<file path="config.mk">
export PLATFORM = sky130hd
export DESIGN_NAME = dcc_comparator_ctrl
export DESIGN_NICKNAME = d
export VERILOG_FILES = /design/src/logic/dcc_pkg.sv /design/src/logic/dcc_comparator_ctrl.sv /design/src/logic/dcc_glitch_filter.sv
export SDC_FILE = /design/constraint.sdc
export NUM_CORES = 1
export LEC_CHECK = 0
export BUFFER_PORTS_ARGS = -buffer_cell sky130_fd_sc_hd__buf_2
export CAP_MARGIN = 20
export CORE_MARGIN = 4
export CORE_UTILIZATION = 23
export CTS_BUF_LIST = sky130_fd_sc_hd__clkbuf_16
export CTS_CLUSTER_SIZE = 28
export DETAILED_ROUTE_END_ITERATION = 6
export HOLD_SLACK_MARGIN = 0.03
export MAX_ROUTING_LAYER = met4
export PLACE_DENSITY = 0.52
export SYNTH_ARGS = -nofsm -noshare
export SYNTH_HDL_FRONTEND = slang
export SYNTH_SLANG_ARGS = --single-unit
</file>
<file path="constraint.sdc">
create_clock -name ref_clk -period 7.76 [get_ports ref_clk]
set_clock_uncertainty 0.15 [all_clocks]
set_input_delay 1.552 -clock ref_clk [delete_from_list [all_inputs] [get_ports ref_clk]]
set_output_delay 1.552 -clock ref_clk [all_outputs]
set_load 0.01 [all_outputs]
</file>
<file path="src/logic/dcc_pkg.sv">
// constants, register map and carrier types for the dual comparator control block
`default_nettype none
package dcc_pkg;
   localparam int NUM_CMP = 2;
   localparam int APB_AW = 8;
   localparam int PORT_W = 8;
   localparam int BYTE_W = 8;
   localparam int SYNC_STAGES = 3;

   // register byte addresses
   localparam logic [APB_AW-1:0] OFF_CTRLA0 = 8'h00;
   localparam logic [APB_AW-1:0] OFF_CTRLB0 = 8'h04;
   localparam logic [APB_AW-1:0] OFF_CTRLA1 = 8'h08;
   localparam logic [APB_AW-1:0] OFF_CTRLB1 = 8'h0C;
   localparam logic [APB_AW-1:0] OFF_MIRROR = 8'h10;
   localparam logic [APB_AW-1:0] OFF_FLAGS = 8'h14;
   localparam logic [APB_AW-1:0] OFF_ANALOG_PIN_SELECT = 8'h18;
   localparam logic [APB_AW-1:0] OFF_PORT = 8'h1C;

   // cmp_control_a field positions
   localparam int CA_EN = 7;
   localparam int CA_OUT = 6;
   localparam int CA_POL = 4;
   localparam int CA_ZLF = 3;
   localparam int CA_SP = 2;
   localparam int CA_HYS = 1;
   localparam int CA_SYNC = 0;
   // cmp_control_b field positions
   localparam int CB_RISE = 7;
   localparam int CB_FALL = 6;
   localparam int CB_PCH_LSB = 3;
   localparam int CB_NCH_LSB = 0;
   localparam int CH_W = 3;

   // reset values
   localparam logic [BYTE_W-1:0] CTRLA_RST = 8'h04;
   localparam logic [BYTE_W-1:0] CTRLB_RST = 8'h00;
   localparam logic [PORT_W-1:0] ANALOG_PIN_SELECT_RST = 8'hFF;
   localparam logic [31:0] RDATA_RST = 32'h0000_0000;

   // channel codes
   localparam logic [CH_W-1:0] PCH_PIN = 3'h0;
   localparam logic [CH_W-1:0] PCH_DAC = 3'h5;
   localparam logic [CH_W-1:0] PCH_FVR = 3'h6;
   localparam logic [CH_W-1:0] PCH_GND = 3'h7;
   localparam logic [CH_W-1:0] NCH_PIN_LAST = 3'h3;
   localparam logic [CH_W-1:0] NCH_FVR = 3'h6;
   localparam logic [CH_W-1:0] NCH_GND = 3'h7;
   localparam logic [CH_W-1:0] NCH_AMP_SHARED = 3'h1;

   // timing
   localparam int CLK_PERIOD_NS = 10;
   localparam int FILT_HOLD_NS = 20;
   localparam int FILT_HOLD_CYC = (FILT_HOLD_NS + CLK_PERIOD_NS - 1) / CLK_PERIOD_NS;

   typedef struct packed {
      logic en;
      logic pol;
      logic zlf;
      logic sp;
      logic hys;
      logic sync;
      logic rise;
      logic fall;
      logic [CH_W-1:0] pch;
      logic [CH_W-1:0] nch;
   } dcc_cfg_t;

   typedef struct packed {
      logic gnd;
      logic fixed_reference_buffer;
      logic dac;
      logic pin;
   } dcc_pos_t;

   typedef struct packed {
      logic gnd;
      logic fixed_reference_buffer;
      logic [3:0] pin;
   } dcc_neg_t;

   typedef struct packed {
      logic en;
      logic speed;
      logic hyst;
      dcc_pos_t pos;
      dcc_neg_t neg;
      logic ampRoute;
   } dcc_ana_t;
endpackage
`default_nettype wire

</file>
<file path="src/logic/dcc_comparator_ctrl.sv">
// digital control, filtering, sync and edge flags for two analog comparators
//
// Functional notes
// - result high when positive input exceeds negative
// - enable bit runs comparator, clear powers down
// - result readable in control and mirror
// - internal result registered every cycle
// - invert bit flips the reported result
// - speed select resets to one, writable
// - hysteresis bit adds input separation voltage
// - result offered as timer gate source
// - sync captures on timer clock falling edge
// - enabled rising/falling edges set irq flag
// - flag sticky, set wins over clear
// - disabled comparator still edges via invert/enable
// - positive select routes pin, dac, reference, ground
// - disabled comparator disconnects all inputs
// - negative select routes pins, reference, ground
// - enabled amplifier drives shared negative input
// - filter holds transition against reversal 20ns
// - analog pins read zero in port data
// - positive codes 000,101,110,111; others float
// - negative codes 000-011,110,111; 100,101 float
// - filter active only while its bit set
`default_nettype none
module dcc_comparator_ctrl #(
   parameter int FILT_CYC = dcc_pkg::FILT_HOLD_CYC
) (
   // clock and reset
   input wire logic ref_clk,
   input wire logic sys_rst,
   // apb slave
   input wire logic psel,
   input wire logic penable,
   input wire logic pwrite,
   input wire logic [dcc_pkg::APB_AW-1:0] paddr,
   input wire logic [31:0] pwdata,
   output logic [31:0] prdata,
   output logic pready,
   output logic pslverr,
   // analog front end
   input wire logic [dcc_pkg::NUM_CMP-1:0] cmpRaw,
   input wire logic [dcc_pkg::NUM_CMP-1:0] ampEnable,
   output dcc_pkg::dcc_ana_t [dcc_pkg::NUM_CMP-1:0] anaCtl,
   // gated timer
   input wire logic timerClk,
   output logic [dcc_pkg::NUM_CMP-1:0] timerGate,
   // pin mapping
   output logic [dcc_pkg::NUM_CMP-1:0] pinOut,
   output logic [dcc_pkg::NUM_CMP-1:0] pinOutAllowed,
   input wire logic [dcc_pkg::PORT_W-1:0] portPins,
   // results and flags
   output logic [dcc_pkg::NUM_CMP-1:0] cmpResult,
   output logic [dcc_pkg::NUM_CMP-1:0] cmpIrqFlag
);
   import dcc_pkg::*;

   localparam int SW = PORT_W + 1 + NUM_CMP;

   // positive channel decode; unlisted codes leave every switch open
   function automatic dcc_pos_t decodePos(input logic en, input logic [CH_W-1:0] code);
      dcc_pos_t p;
      p = '0;
      if (en) begin
         p.pin = (code == PCH_PIN);
         p.dac = (code == PCH_DAC);
         p.fixed_reference_buffer = (code == PCH_FVR);
         p.gnd = (code == PCH_GND);
      end
      return p;
   endfunction

   // negative channel decode; codes 100 and 101 float
   function automatic dcc_neg_t decodeNeg(input logic en, input logic [CH_W-1:0] code);
      dcc_neg_t n;
      n = '0;
      if (en) begin
         if (code <= NCH_PIN_LAST) begin
            n.pin[code[1:0]] = 1'b1;
         end
         n.fixed_reference_buffer = (code == NCH_FVR);
         n.gnd = (code == NCH_GND);
      end
      return n;
   endfunction

   // control byte A as software reads it
   function automatic logic [BYTE_W-1:0] packA(input dcc_cfg_t c, input logic res);
      logic [BYTE_W-1:0] b;
      b = '0;
      b[CA_EN] = c.en;
      b[CA_OUT] = res;
      b[CA_POL] = c.pol;
      b[CA_ZLF] = c.zlf;
      b[CA_SP] = c.sp;
      b[CA_HYS] = c.hys;
      b[CA_SYNC] = c.sync;
      return b;
   endfunction

   function automatic logic [BYTE_W-1:0] packB(input dcc_cfg_t c);
      logic [BYTE_W-1:0] b;
      b = '0;
      b[CB_RISE] = c.rise;
      b[CB_FALL] = c.fall;
      b[CB_PCH_LSB +: CH_W] = c.pch;
      b[CB_NCH_LSB +: CH_W] = c.nch;
      return b;
   endfunction

   function automatic dcc_cfg_t writeA(input dcc_cfg_t c, input logic [BYTE_W-1:0] b);
      dcc_cfg_t r;
      r = c;
      r.en = b[CA_EN];
      r.pol = b[CA_POL];
      r.zlf = b[CA_ZLF];
      r.sp = b[CA_SP];
      r.hys = b[CA_HYS];
      r.sync = b[CA_SYNC];
      return r;
   endfunction

   function automatic dcc_cfg_t writeB(input dcc_cfg_t c, input logic [BYTE_W-1:0] b);
      dcc_cfg_t r;
      r = c;
      r.rise = b[CB_RISE];
      r.fall = b[CB_FALL];
      r.pch = b[CB_PCH_LSB +: CH_W];
      r.nch = b[CB_NCH_LSB +: CH_W];
      return r;
   endfunction

   function automatic dcc_cfg_t resetCfg();
      dcc_cfg_t r;
      r = '0;
      r = writeA(r, CTRLA_RST);
      r = writeB(r, CTRLB_RST);
      return r;
   endfunction

   // reset image of one comparator's configuration, speed select high
   localparam dcc_cfg_t CFG_RST = resetCfg();

   // apb decode
   wire logic setup = psel && !penable;
   wire logic access = psel && penable;
   wire logic hitCa0 = (paddr == OFF_CTRLA0);
   wire logic hitCb0 = (paddr == OFF_CTRLB0);
   wire logic hitCa1 = (paddr == OFF_CTRLA1);
   wire logic hitCb1 = (paddr == OFF_CTRLB1);
   wire logic hitMir = (paddr == OFF_MIRROR);
   wire logic hitFlg = (paddr == OFF_FLAGS);
   wire logic hitAns = (paddr == OFF_ANALOG_PIN_SELECT);
   wire logic hitPrt = (paddr == OFF_PORT);
   wire logic hitAny = hitCa0 || hitCb0 || hitCa1 || hitCb1 ||
                       hitMir || hitFlg || hitAns || hitPrt;
   wire logic wrEn = access && pwrite && hitAny;
   wire logic [BYTE_W-1:0] wrByte = pwdata[BYTE_W-1:0];
   // per-word write strobes; mirror and port words take no write and give no error
   wire logic wrCa0 = wrEn && hitCa0;
   wire logic wrCb0 = wrEn && hitCb0;
   wire logic wrCa1 = wrEn && hitCa1;
   wire logic wrCb1 = wrEn && hitCb1;
   wire logic wrFlg = wrEn && hitFlg;
   wire logic wrAns = wrEn && hitAns;

   // registers
   dcc_cfg_t cfg_q [NUM_CMP];
   dcc_cfg_t cfg_d [NUM_CMP];
   logic [PORT_W-1:0] analog_pin_select_q;
   logic [31:0] prdata_q;
   logic [NUM_CMP-1:0] result_q;
   logic [NUM_CMP-1:0] prev_q;
   logic [NUM_CMP-1:0] flag_q;
   logic [NUM_CMP-1:0] flag_d;
   logic [NUM_CMP-1:0] tsync_q;
   logic [NUM_CMP-1:0] polar;

   // three-stage synchroniser for comparators, timer clock and port pins
   // a one-cycle blip never reaches stable_q, as stages two and three must agree
   logic [SW-1:0] s1_q;
   logic [SW-1:0] s2_q;
   logic [SW-1:0] s3_q;
   logic [SW-1:0] stable_q;
   wire logic [SW-1:0] syncIn = {portPins, timerClk, cmpRaw};
   wire logic [SW-1:0] agree = ~(s2_q ^ s3_q);
   wire logic [SW-1:0] stable_d = (agree & s2_q) | (~agree & stable_q);

   always_ff @(posedge ref_clk or posedge sys_rst) begin
      if (sys_rst) begin
         s1_q <= '0;
         s2_q <= '0;
         s3_q <= '0;
         stable_q <= '0;
      end else begin
         s1_q <= syncIn;
         s2_q <= s1_q;
         s3_q <= s2_q;
         stable_q <= stable_d;
      end
   end

   wire logic [NUM_CMP-1:0] rawSync = stable_q[NUM_CMP-1:0];
   wire logic tclkSync = stable_q[NUM_CMP];
   wire logic tclkNext = stable_d[NUM_CMP];
   wire logic [PORT_W-1:0] portSync = stable_q[SW-1 -: PORT_W];
   // falling edge of the prescaled timer clock, counted once stages agree
   // the timer counts on the rise, so latching on the fall keeps the two apart
   wire logic tclkFall = tclkSync && !tclkNext;

   // per-comparator datapath
   genvar gi;
   generate
      for (gi = 0; gi < NUM_CMP; gi++) begin : g_cmp
         wire logic gatedRaw = cfg_q[gi].en && rawSync[gi];
         wire logic filtered;
         wire logic rise = result_q[gi] && !prev_q[gi];
         wire logic fall = !result_q[gi] && prev_q[gi];
         wire logic setEv = (rise && cfg_q[gi].rise) || (fall && cfg_q[gi].fall);
         wire logic clrReq = wrFlg && wrByte[gi];

         dcc_glitch_filter #(
            .HOLD(FILT_CYC)
         ) u_filt (
            .ref_clk(ref_clk),
            .sys_rst(sys_rst),
            .enable(cfg_q[gi].zlf),
            .din(gatedRaw),
            .dout(filtered)
         );

         // a disabled comparator reads low before the invert, so toggling
         // invert or enable can still produce an edge
         assign polar[gi] = filtered ^ cfg_q[gi].pol;
         // the set term wins so an edge during a clear is never lost
         assign flag_d[gi] = setEv || (flag_q[gi] && !clrReq);

         // sync mode feeds the timer gate and pin from the falling-edge latch
         assign timerGate[gi] = cfg_q[gi].sync ? tsync_q[gi] : result_q[gi];
         // the pin path stays unlatched unless sync is selected
         assign pinOut[gi] = cfg_q[gi].sync ? tsync_q[gi] : polar[gi];
         assign pinOutAllowed[gi] = cfg_q[gi].en;

         assign anaCtl[gi].en = cfg_q[gi].en;
         assign anaCtl[gi].speed = cfg_q[gi].sp;
         assign anaCtl[gi].hyst = cfg_q[gi].hys;
         assign anaCtl[gi].pos = decodePos(cfg_q[gi].en, cfg_q[gi].pch);
         assign anaCtl[gi].neg = decodeNeg(cfg_q[gi].en, cfg_q[gi].nch);
         assign anaCtl[gi].ampRoute = cfg_q[gi].en && ampEnable[gi] &&
                                      (cfg_q[gi].nch == NCH_AMP_SHARED);

         // each comparator owns its own pair of control words
         assign cfg_d[gi] = ((gi == 0) ? wrCa0 : wrCa1) ?
                               writeA(cfg_q[gi], wrByte) :
                            ((gi == 0) ? wrCb0 : wrCb1) ?
                               writeB(cfg_q[gi], wrByte) : cfg_q[gi];

         always_ff @(posedge ref_clk or posedge sys_rst) begin
            if (sys_rst) begin
               cfg_q[gi] <= CFG_RST;
            end else begin
               cfg_q[gi] <= cfg_d[gi];
            end
         end
      end
   endgenerate

   always_ff @(posedge ref_clk or posedge sys_rst) begin
      if (sys_rst) begin
         result_q <= '0;
         prev_q <= '0;
         flag_q <= '0;
         tsync_q <= '0;
      end else begin
         result_q <= polar;
         prev_q <= result_q;
         flag_q <= flag_d;
         if (tclkFall) begin
            tsync_q <= polar;
         end
      end
   end

   // analog select and port readback
   wire logic [PORT_W-1:0] analog_pin_select_d = wrAns ? wrByte[PORT_W-1:0] : analog_pin_select_q;
   wire logic [PORT_W-1:0] portRead = portSync & ~analog_pin_select_q;

   always_ff @(posedge ref_clk or posedge sys_rst) begin
      if (sys_rst) begin
         analog_pin_select_q <= ANALOG_PIN_SELECT_RST;
      end else begin
         analog_pin_select_q <= analog_pin_select_d;
      end
   end

   // read decode, sampled in the setup cycle so data comes from a flop
   wire logic [BYTE_W-1:0] mirByte = {{(BYTE_W - NUM_CMP){1'b0}}, result_q};
   wire logic [BYTE_W-1:0] flgByte = {{(BYTE_W - NUM_CMP){1'b0}}, flag_q};
   logic [BYTE_W-1:0] rdByte;
   always_comb begin
      if (hitCa0) begin
         rdByte = packA(cfg_q[0], result_q[0]);
      end else if (hitCb0) begin
         rdByte = packB(cfg_q[0]);
      end else if (hitCa1) begin
         rdByte = packA(cfg_q[1], result_q[1]);
      end else if (hitCb1) begin
         rdByte = packB(cfg_q[1]);
      end else if (hitMir) begin
         rdByte = mirByte;
      end else if (hitFlg) begin
         rdByte = flgByte;
      end else if (hitAns) begin
         rdByte = analog_pin_select_q;
      end else if (hitPrt) begin
         rdByte = portRead;
      end else begin
         rdByte = '0;
      end
   end
   wire logic [31:0] prdata_d = (setup && !pwrite) ? {24'h00_0000, rdByte} : prdata_q;

   always_ff @(posedge ref_clk or posedge sys_rst) begin
      if (sys_rst) begin
         prdata_q <= RDATA_RST;
      end else begin
         prdata_q <= prdata_d;
      end
   end

   // zero wait states; unmapped addresses answer with an error
   wire logic unmapped = !hitAny;
   assign pready = access;
   assign pslverr = access && unmapped;
   assign prdata = prdata_q;
   assign cmpResult = result_q;
   assign cmpIrqFlag = flag_q;
endmodule
`default_nettype wire

</file>
<file path="src/logic/dcc_glitch_filter.sv">
// zero latency anti-oscillation filter for one comparator output
`default_nettype none
module dcc_glitch_filter #(
   parameter int HOLD = dcc_pkg::FILT_HOLD_CYC
) (
   // clock and reset
   input wire logic ref_clk,
   input wire logic sys_rst,
   // control and data
   input wire logic enable,
   input wire logic din,
   output logic dout
);
   localparam int CW = $clog2(HOLD + 1);
   localparam logic [CW-1:0] HOLD_LOAD = CW'(HOLD);
   localparam logic [CW-1:0] ZERO = '0;
   localparam logic [CW-1:0] ONE = CW'(1);

   logic state_q;
   logic [CW-1:0] cnt_q;
   logic [CW-1:0] cnt_d;
   wire logic holding = enable && (cnt_q != ZERO);

   // a change passes at once; only its reversal is held back
   assign dout = holding ? state_q : din;
   assign cnt_d = !enable ? ZERO :
                  (dout != state_q) ? HOLD_LOAD :
                  (cnt_q != ZERO) ? cnt_q - ONE : ZERO;

   always_ff @(posedge ref_clk or posedge sys_rst) begin
      if (sys_rst) begin
         state_q <= 1'b0;
         cnt_q <= ZERO;
      end else begin
         state_q <= dout;
         cnt_q <= cnt_d;
      end
   end
endmodule
`default_nettype wire

</file>
After elaboration in Yosys (flattened, before gate mapping)
Index checks and enable logic that the tools add are counted.
{"block": "word_totals", "n_memories": 0, "mem_bits_ro": 0, "ram_bits": 0, "in_bits": 58, "regBits": 102, "latchBits": 0}
{"block": "op_classes", "bitwise_logic": 12, "shift": 0, "n_reduce_logical": 63, "div_mod_pow": 0, "n_mul": 0, "n_lt_le_gt_ge": 6, "n_mux": 34, "n_addsub": 2, "n_eq_ne": 21}
{"cell": "8-bit two-way mux", "n": 10}
{"cell": "1-bit logical AND", "n": 35}
{"cell": "8-bit by 5-bit equality test with 1-bit output, second input constant", "n": 4}
{"cell": "3-bit equality test, second input constant", "n": 10}
{"cell": "14-bit two-way mux", "n": 2}
{"cell": "11-bit bitwise AND", "n": 2}
{"cell": "11-bit NOT", "n": 2}
{"cell": "8-bit by 4-bit equality test with 1-bit output, second input constant", "n": 2}
{"cell": "4-bit two-way mux", "n": 4}
{"cell": "2-bit two-way mux", "n": 6}
{"cell": "6-bit two-way mux", "n": 2}
{"cell": "1-bit logical OR", "n": 11}
{"cell": "11-bit OR", "n": 1}
{"cell": "11-bit bitwise XOR", "n": 1}
{"cell": "1-bit zero test", "n": 10}
{"cell": "8-bit bitwise AND", "n": 1}
{"cell": "8-bit by 3-bit equality test with 1-bit output, second input constant", "n": 1}
{"cell": "8-bit zero test", "n": 1}
{"cell": "1-bit two-way mux", "n": 8}
{"cell": "8-bit NOT", "n": 1}
{"cell": "3-bit by 1-bit equality test with 1-bit output, second input constant", "n": 2}
{"cell": "3-bit by 2-bit less-or-equal comparator with 1-bit output, second input constant", "n": 2}
{"cell": "3-bit zero test", "n": 2}
{"cell": "2-bit by 3-bit less-than comparator with 1-bit output, second input constant", "n": 2}
{"cell": "other kinds (8)", "n": 16}

Logic depth before layout (Yosys ltp)
{"block": "depth", "ltp_word": 14, "mapped_depth": 7, "mapped_depth_nobuf": 4}

Cells and area by module
From an unflattened synthesis, not the netlist that was laid out.
{"block": "hier_totals", "cells_unflattened": 385, "area_unflattened_um2": 4574.4}
{"mod": "dcc_comparator_ctrl", "cells_each": 363, "area_per_inst_um2": 4309.1, "n_inst": 1}
{"mod": "dcc_glitch_filter", "cells_each": 11, "area_per_inst_um2": 132.6, "n_inst": 2}

Least setup slack after synthesis
Ideal clock, no wire load.
{"block": "synth_path", "kind": "input port to output port", "startpoint": "input port paddr[5] in the netlist's numbering", "endpoint": "output port pslverr", "n_path_buf": 0, "required_ns": 6.058, "stages": 2, "path_slack_ns": 3.981, "arrival_ns": 2.077, "cell_sequence": "nor3_1 a21boi_0"}
{"block": "synth_via", "elab_chain_cells": 10, "elab_cells_between_ends": 17, "classes_between": "7 x eq/ne; 10 x reduce/logical"}
{"element": "from (decl)", "line": "dcc_comparator_ctrl.sv:36", "rtl": "input wire logic [dcc_pkg::APB_AW-1:0] paddr,"}
{"element": "8-bit by 3-bit equality test with 1-bit output or 8-bit zero test (tied branches)", "line": "dcc_comparator_ctrl.sv:148, dcc_comparator_ctrl.sv:147"}
{"element": "1-bit logical OR (4 in series)", "line": "dcc_comparator_ctrl.sv:155", "rtl": "wire logic hitAny = hitCa0 || hitCb0 || hitCa1 || hitCb1 ||"}
{"element": "1-bit logical OR (2 in series)", "line": "dcc_comparator_ctrl.sv:156", "rtl": "hitMir || hitFlg || hitAns || hitPrt;"}
{"element": "1-bit logical OR (*)", "line": "dcc_comparator_ctrl.sv:156"}
{"element": "1-bit zero test (*)", "line": "dcc_comparator_ctrl.sv:332", "rtl": "wire logic unmapped = !hitAny;"}
{"element": "1-bit logical AND (*)", "line": "dcc_comparator_ctrl.sv:334", "rtl": "assign pslverr = access && unmapped;"}
{"element": "to (decl)", "line": "dcc_comparator_ctrl.sv:40", "rtl": "output logic pslverr,"}
Mark *: on every way between the ends. The rest lies on a longest branch, timed or not.

Worst setup path after layout
Ends and elaborated chain as after synthesis.

==> impl_metrics.csv <==
group,metric,value,unit
cts,clockRootBuffer,"clkbuf_16",
cts,cts-buffers-inserted,9,
critical_path,worstPathArrival,2.31,ns
sta,maxSlewHeadroom,0.346,
power,irDropWorstVdd,0.0965,mV
global_routing,antenna_found_initial,5,
worst_hold_path,hold-path-cell-count,0,
critical_path,crit_path_end_kind,"primary output",
critical_path,start_kind,"input pin",
sta,max_freq,249,MHz
critical_path,crit_required,6.06,ns
sta,fin_ws,3.75,ns
global_routing,gr-total-overflow,0,
cts,clockBufferDepth,2,
route,drcViolationCount,0,
synthesis,syn_inst,377,
route,num_vias,3043,
power,p_leak,2.56,nW
placement,place_area,5150,um^2
synthesis,seq_area_frac_synth,0.559,
sta,worst_slew_pin_slew,0.977,ns
power,power.density,196,nW/um^2
sta,fin_crit,4.01,ns
route,routedWlPerCell,15.8,um
placement,dp_slack,3.75,ns
sta,rsz0062_at_grt,"no",
synthesis,ys.flop_type,"dfrtp_1",
die,die_x,149,um
cts,cts_tree,"done",
layout,multi_input_area,1790,um^2
global_routing,grt_pass1_vias,3080,
critical_path,worstRegToRegCells,4,
synthesis,ys_warn_count,0,
layout,area_growth,18.7,%
global_routing,grt_pass1_wl,17700,um
route,drt_iter0_drc,167,
layout,final_nets,510,
layout,drive_gt1_frac,0.350,
global_routing,track_usage,0.108,
layout,seq_area,2560,um^2
critical_path,r2r-end,"prdata[1]",
die,start_util,0.235,
worst_hold_path,min_to,"s2_q[1]",
critical_path,regToRegSetupSlack,5.86,ns
cts,cts_setup_buffers,0,
placement,gp_congestion,0.818,
die,die-area,22300,um^2
die,core-area,19500,um^2
cts,cts-resized-gates,0,
sta,totalNegativeSetupSlack,0,ns
sta,slew_violations,0,
cts,ctsHoldBuffers,0,
route,dr.pass1.iters,4,
sta,hold_ws,0.199,ns
synthesis,ys_ff_latch,102,
cts,cts-htree-levels,3,
route,wirelength,11500,um
run,max-cap-violations,0,
route,ant_nets,0,
cts,path_clk_slew,0.07,ns
critical_path,crit_type,"in -> out",
critical_path,worstPathMaxFanout,5,
cts,cts.sinks,102,
die,io_pins,130,
synthesis,synth_edf_count,0,
layout,design_area,5440,um^2
placement,io_buffers,81,
global_routing,grt_max_degree,76,
layout,fillers,2036,
worst_hold_path,hold_class,"reg -> reg",
sta,hold_viol_final,0,
cts,clock_latency,0.35,ns
synthesis,async_flop_share,1.00,
outcome,status,"completed",
placement,dp_hpwl,8580,um
die,die_y,149,um
synthesis,avgSynthCellArea,12.2,um^2
worst_hold_path,min_from,"s1_q[1]",
synthesis,synth_area,4590,um^2
sta,setup_violations,0,
die,num_rows,51,
synthesis,yosysUniqueCellTypes,55,
route,routed_via_density,4.19,
critical_path,reg2reg_from,"anaCtl[25]",
sta,post-route-period-util,0.517,
==> cell usage after synthesis, types with 2 or more instances <==
cell	count	area share
dfrtp_1	92	0.50
buf_4	33	0.054
mux2_2	33	0.081
nand2_1	22	0.018
nor2_1	15	0.012
maj3_1	11	0.024
nor2b_1	11	0.015
o21ai_0	11	0.012
a21oi_1	10	0.011
dfstp_2	10	0.057
inv_1	9	0.0074
a31oi_1	8	0.011
nand3_1	8	0.0087
mux2i_1	7	0.015
nor3_1	7	0.0076
and2_1	6	0.0082
mux2_4	6	0.020
nor3b_1	6	0.0098
buf_2	4	0.0044
nand2b_1	4	0.0055
nand3b_1	4	0.0065
o31ai_1	4	0.0065
or3_1	4	0.0055
xnor2_1	4	0.0076
a21boi_0	3	0.0049
a21o_1	3	0.0049
a2bb2oi_1	3	0.0057
clkbuf_1	3	0.0025
nor4b_1	3	0.0057
a22oi_1	2	0.0033
and3_1	2	0.0027
buf_1	2	0.0016
mux4_2	2	0.0098
nor4_1	2	0.0027
o211ai_1	2	0.0033
or4_1	2	0.0033
==> state kept, by name, indices dropped and copies added, names as in the netlist, named ones only <==
register,cells
prdata,8
g_cmp.u_filt.cnt_q,4
g_cmp.u_filt.state_q,2
stable_q,1
tsync_q,2
s3_q,11
s2_q,11
cmpResult,2
cmpIrqFlag,2
s1_q,11
analog_pin_select_q,8
cfg_q,22
anaCtl,6
prev_q,2
==> kinds of logic after synthesis <==
logic type / after synthesis / synth area share
XOR/XNOR: 4 / 0.00763
buffers and inverters: 51 / 0.0698
AND/OR/NAND/NOR: 108 / 0.138
flip-flops: 102 / 0.559
other: 1 / 0.000817
multiplexers: 49 / 0.128
AO/OA/AOI/OAI: 51 / 0.0723
adder cells (fa/ha/maj): 11 / 0.0240
==> critical path, cell delays in order <==
cell      delay, ns
buf_2          0.14
nor3_1         0.19
buf_4          0.17
a21boi_0       0.09
buf_2          0.17
==> cell type report <==
cell class / count / share of cell area
clock inverter: 7 / 0.0108
sequential: 102 / 0.471
tap: 265 / 0.0609
multi-input combinational: 247 / 0.330
antenna: 5 / 0.00230
inverter: 9 / 0.00667
timing repair buffer: 83 / 0.0772
clock buffer: 9 / 0.0414
==> metal layers <==
metal | global-route usage | wire length, um
met1 | 0.140 | 5180
met5 | - | 0
met4 | 0.0366 | 197
met3 | 0.0419 | 980
met2 | 0.155 | 5100
==> power by group <==
part           switching, mW  internal (mW)
Clock                  0.206          0.222
Sequential            0.0120          0.552
Combinational         0.0467         0.0271
==> worst max path at each step <==
stage,from,endpoint,slack (ns),depth (start not counted)
6_report,paddr[5],pslverr,3.75,5
5_1_grt,paddr[5],pslverr,3.68,5
4_1_cts,paddr[5],pslverr,3.75,5
3_5_place_dp,paddr[5],pslverr,3.75,5
3_3_place_gp,paddr[5],pslverr,3.76,5
2_1_floorplan,sys_rst,async pin,3.40,1
==> layout by cell type (no fill, tap or decap), types with 3 or more instances in the layout <==
master	count
mux2i_1	7
a2bb2oi_1	3
buf_2	81
o21ai_0	11
or3_1	4
nor3_1	7
nor3b_1	5
clkbuf_16	9
dfstp_2	10
nor4b_1	3
o31ai_1	4
diode_2	5
clkinv_4	3
dfrtp_1	92
nor2b_1	11
nor2_1	15
a21o_1	3
nand2_1	22
nand2b_1	4
mux2_4	6
maj3_1	11
a21oi_1	10
mux2_2	33
nand3b_1	4
xnor2_1	4
nand3_1	8
a21boi_0	3
and2_1	6
conb_1	24
a31oi_1	8
inv_1	8
==> per-stage QoR <==
stage	std cells	total power [mW]	util
floorplan	400	0.625	-
global placement	706	0.647	0.264
detailed placement	706	0.649	0.264
CTS	722	1.09	0.278
global route	727	1.12	0.279
finish	727	1.07	0.279
Note: power is estimated with default switching activity, not from simulation.
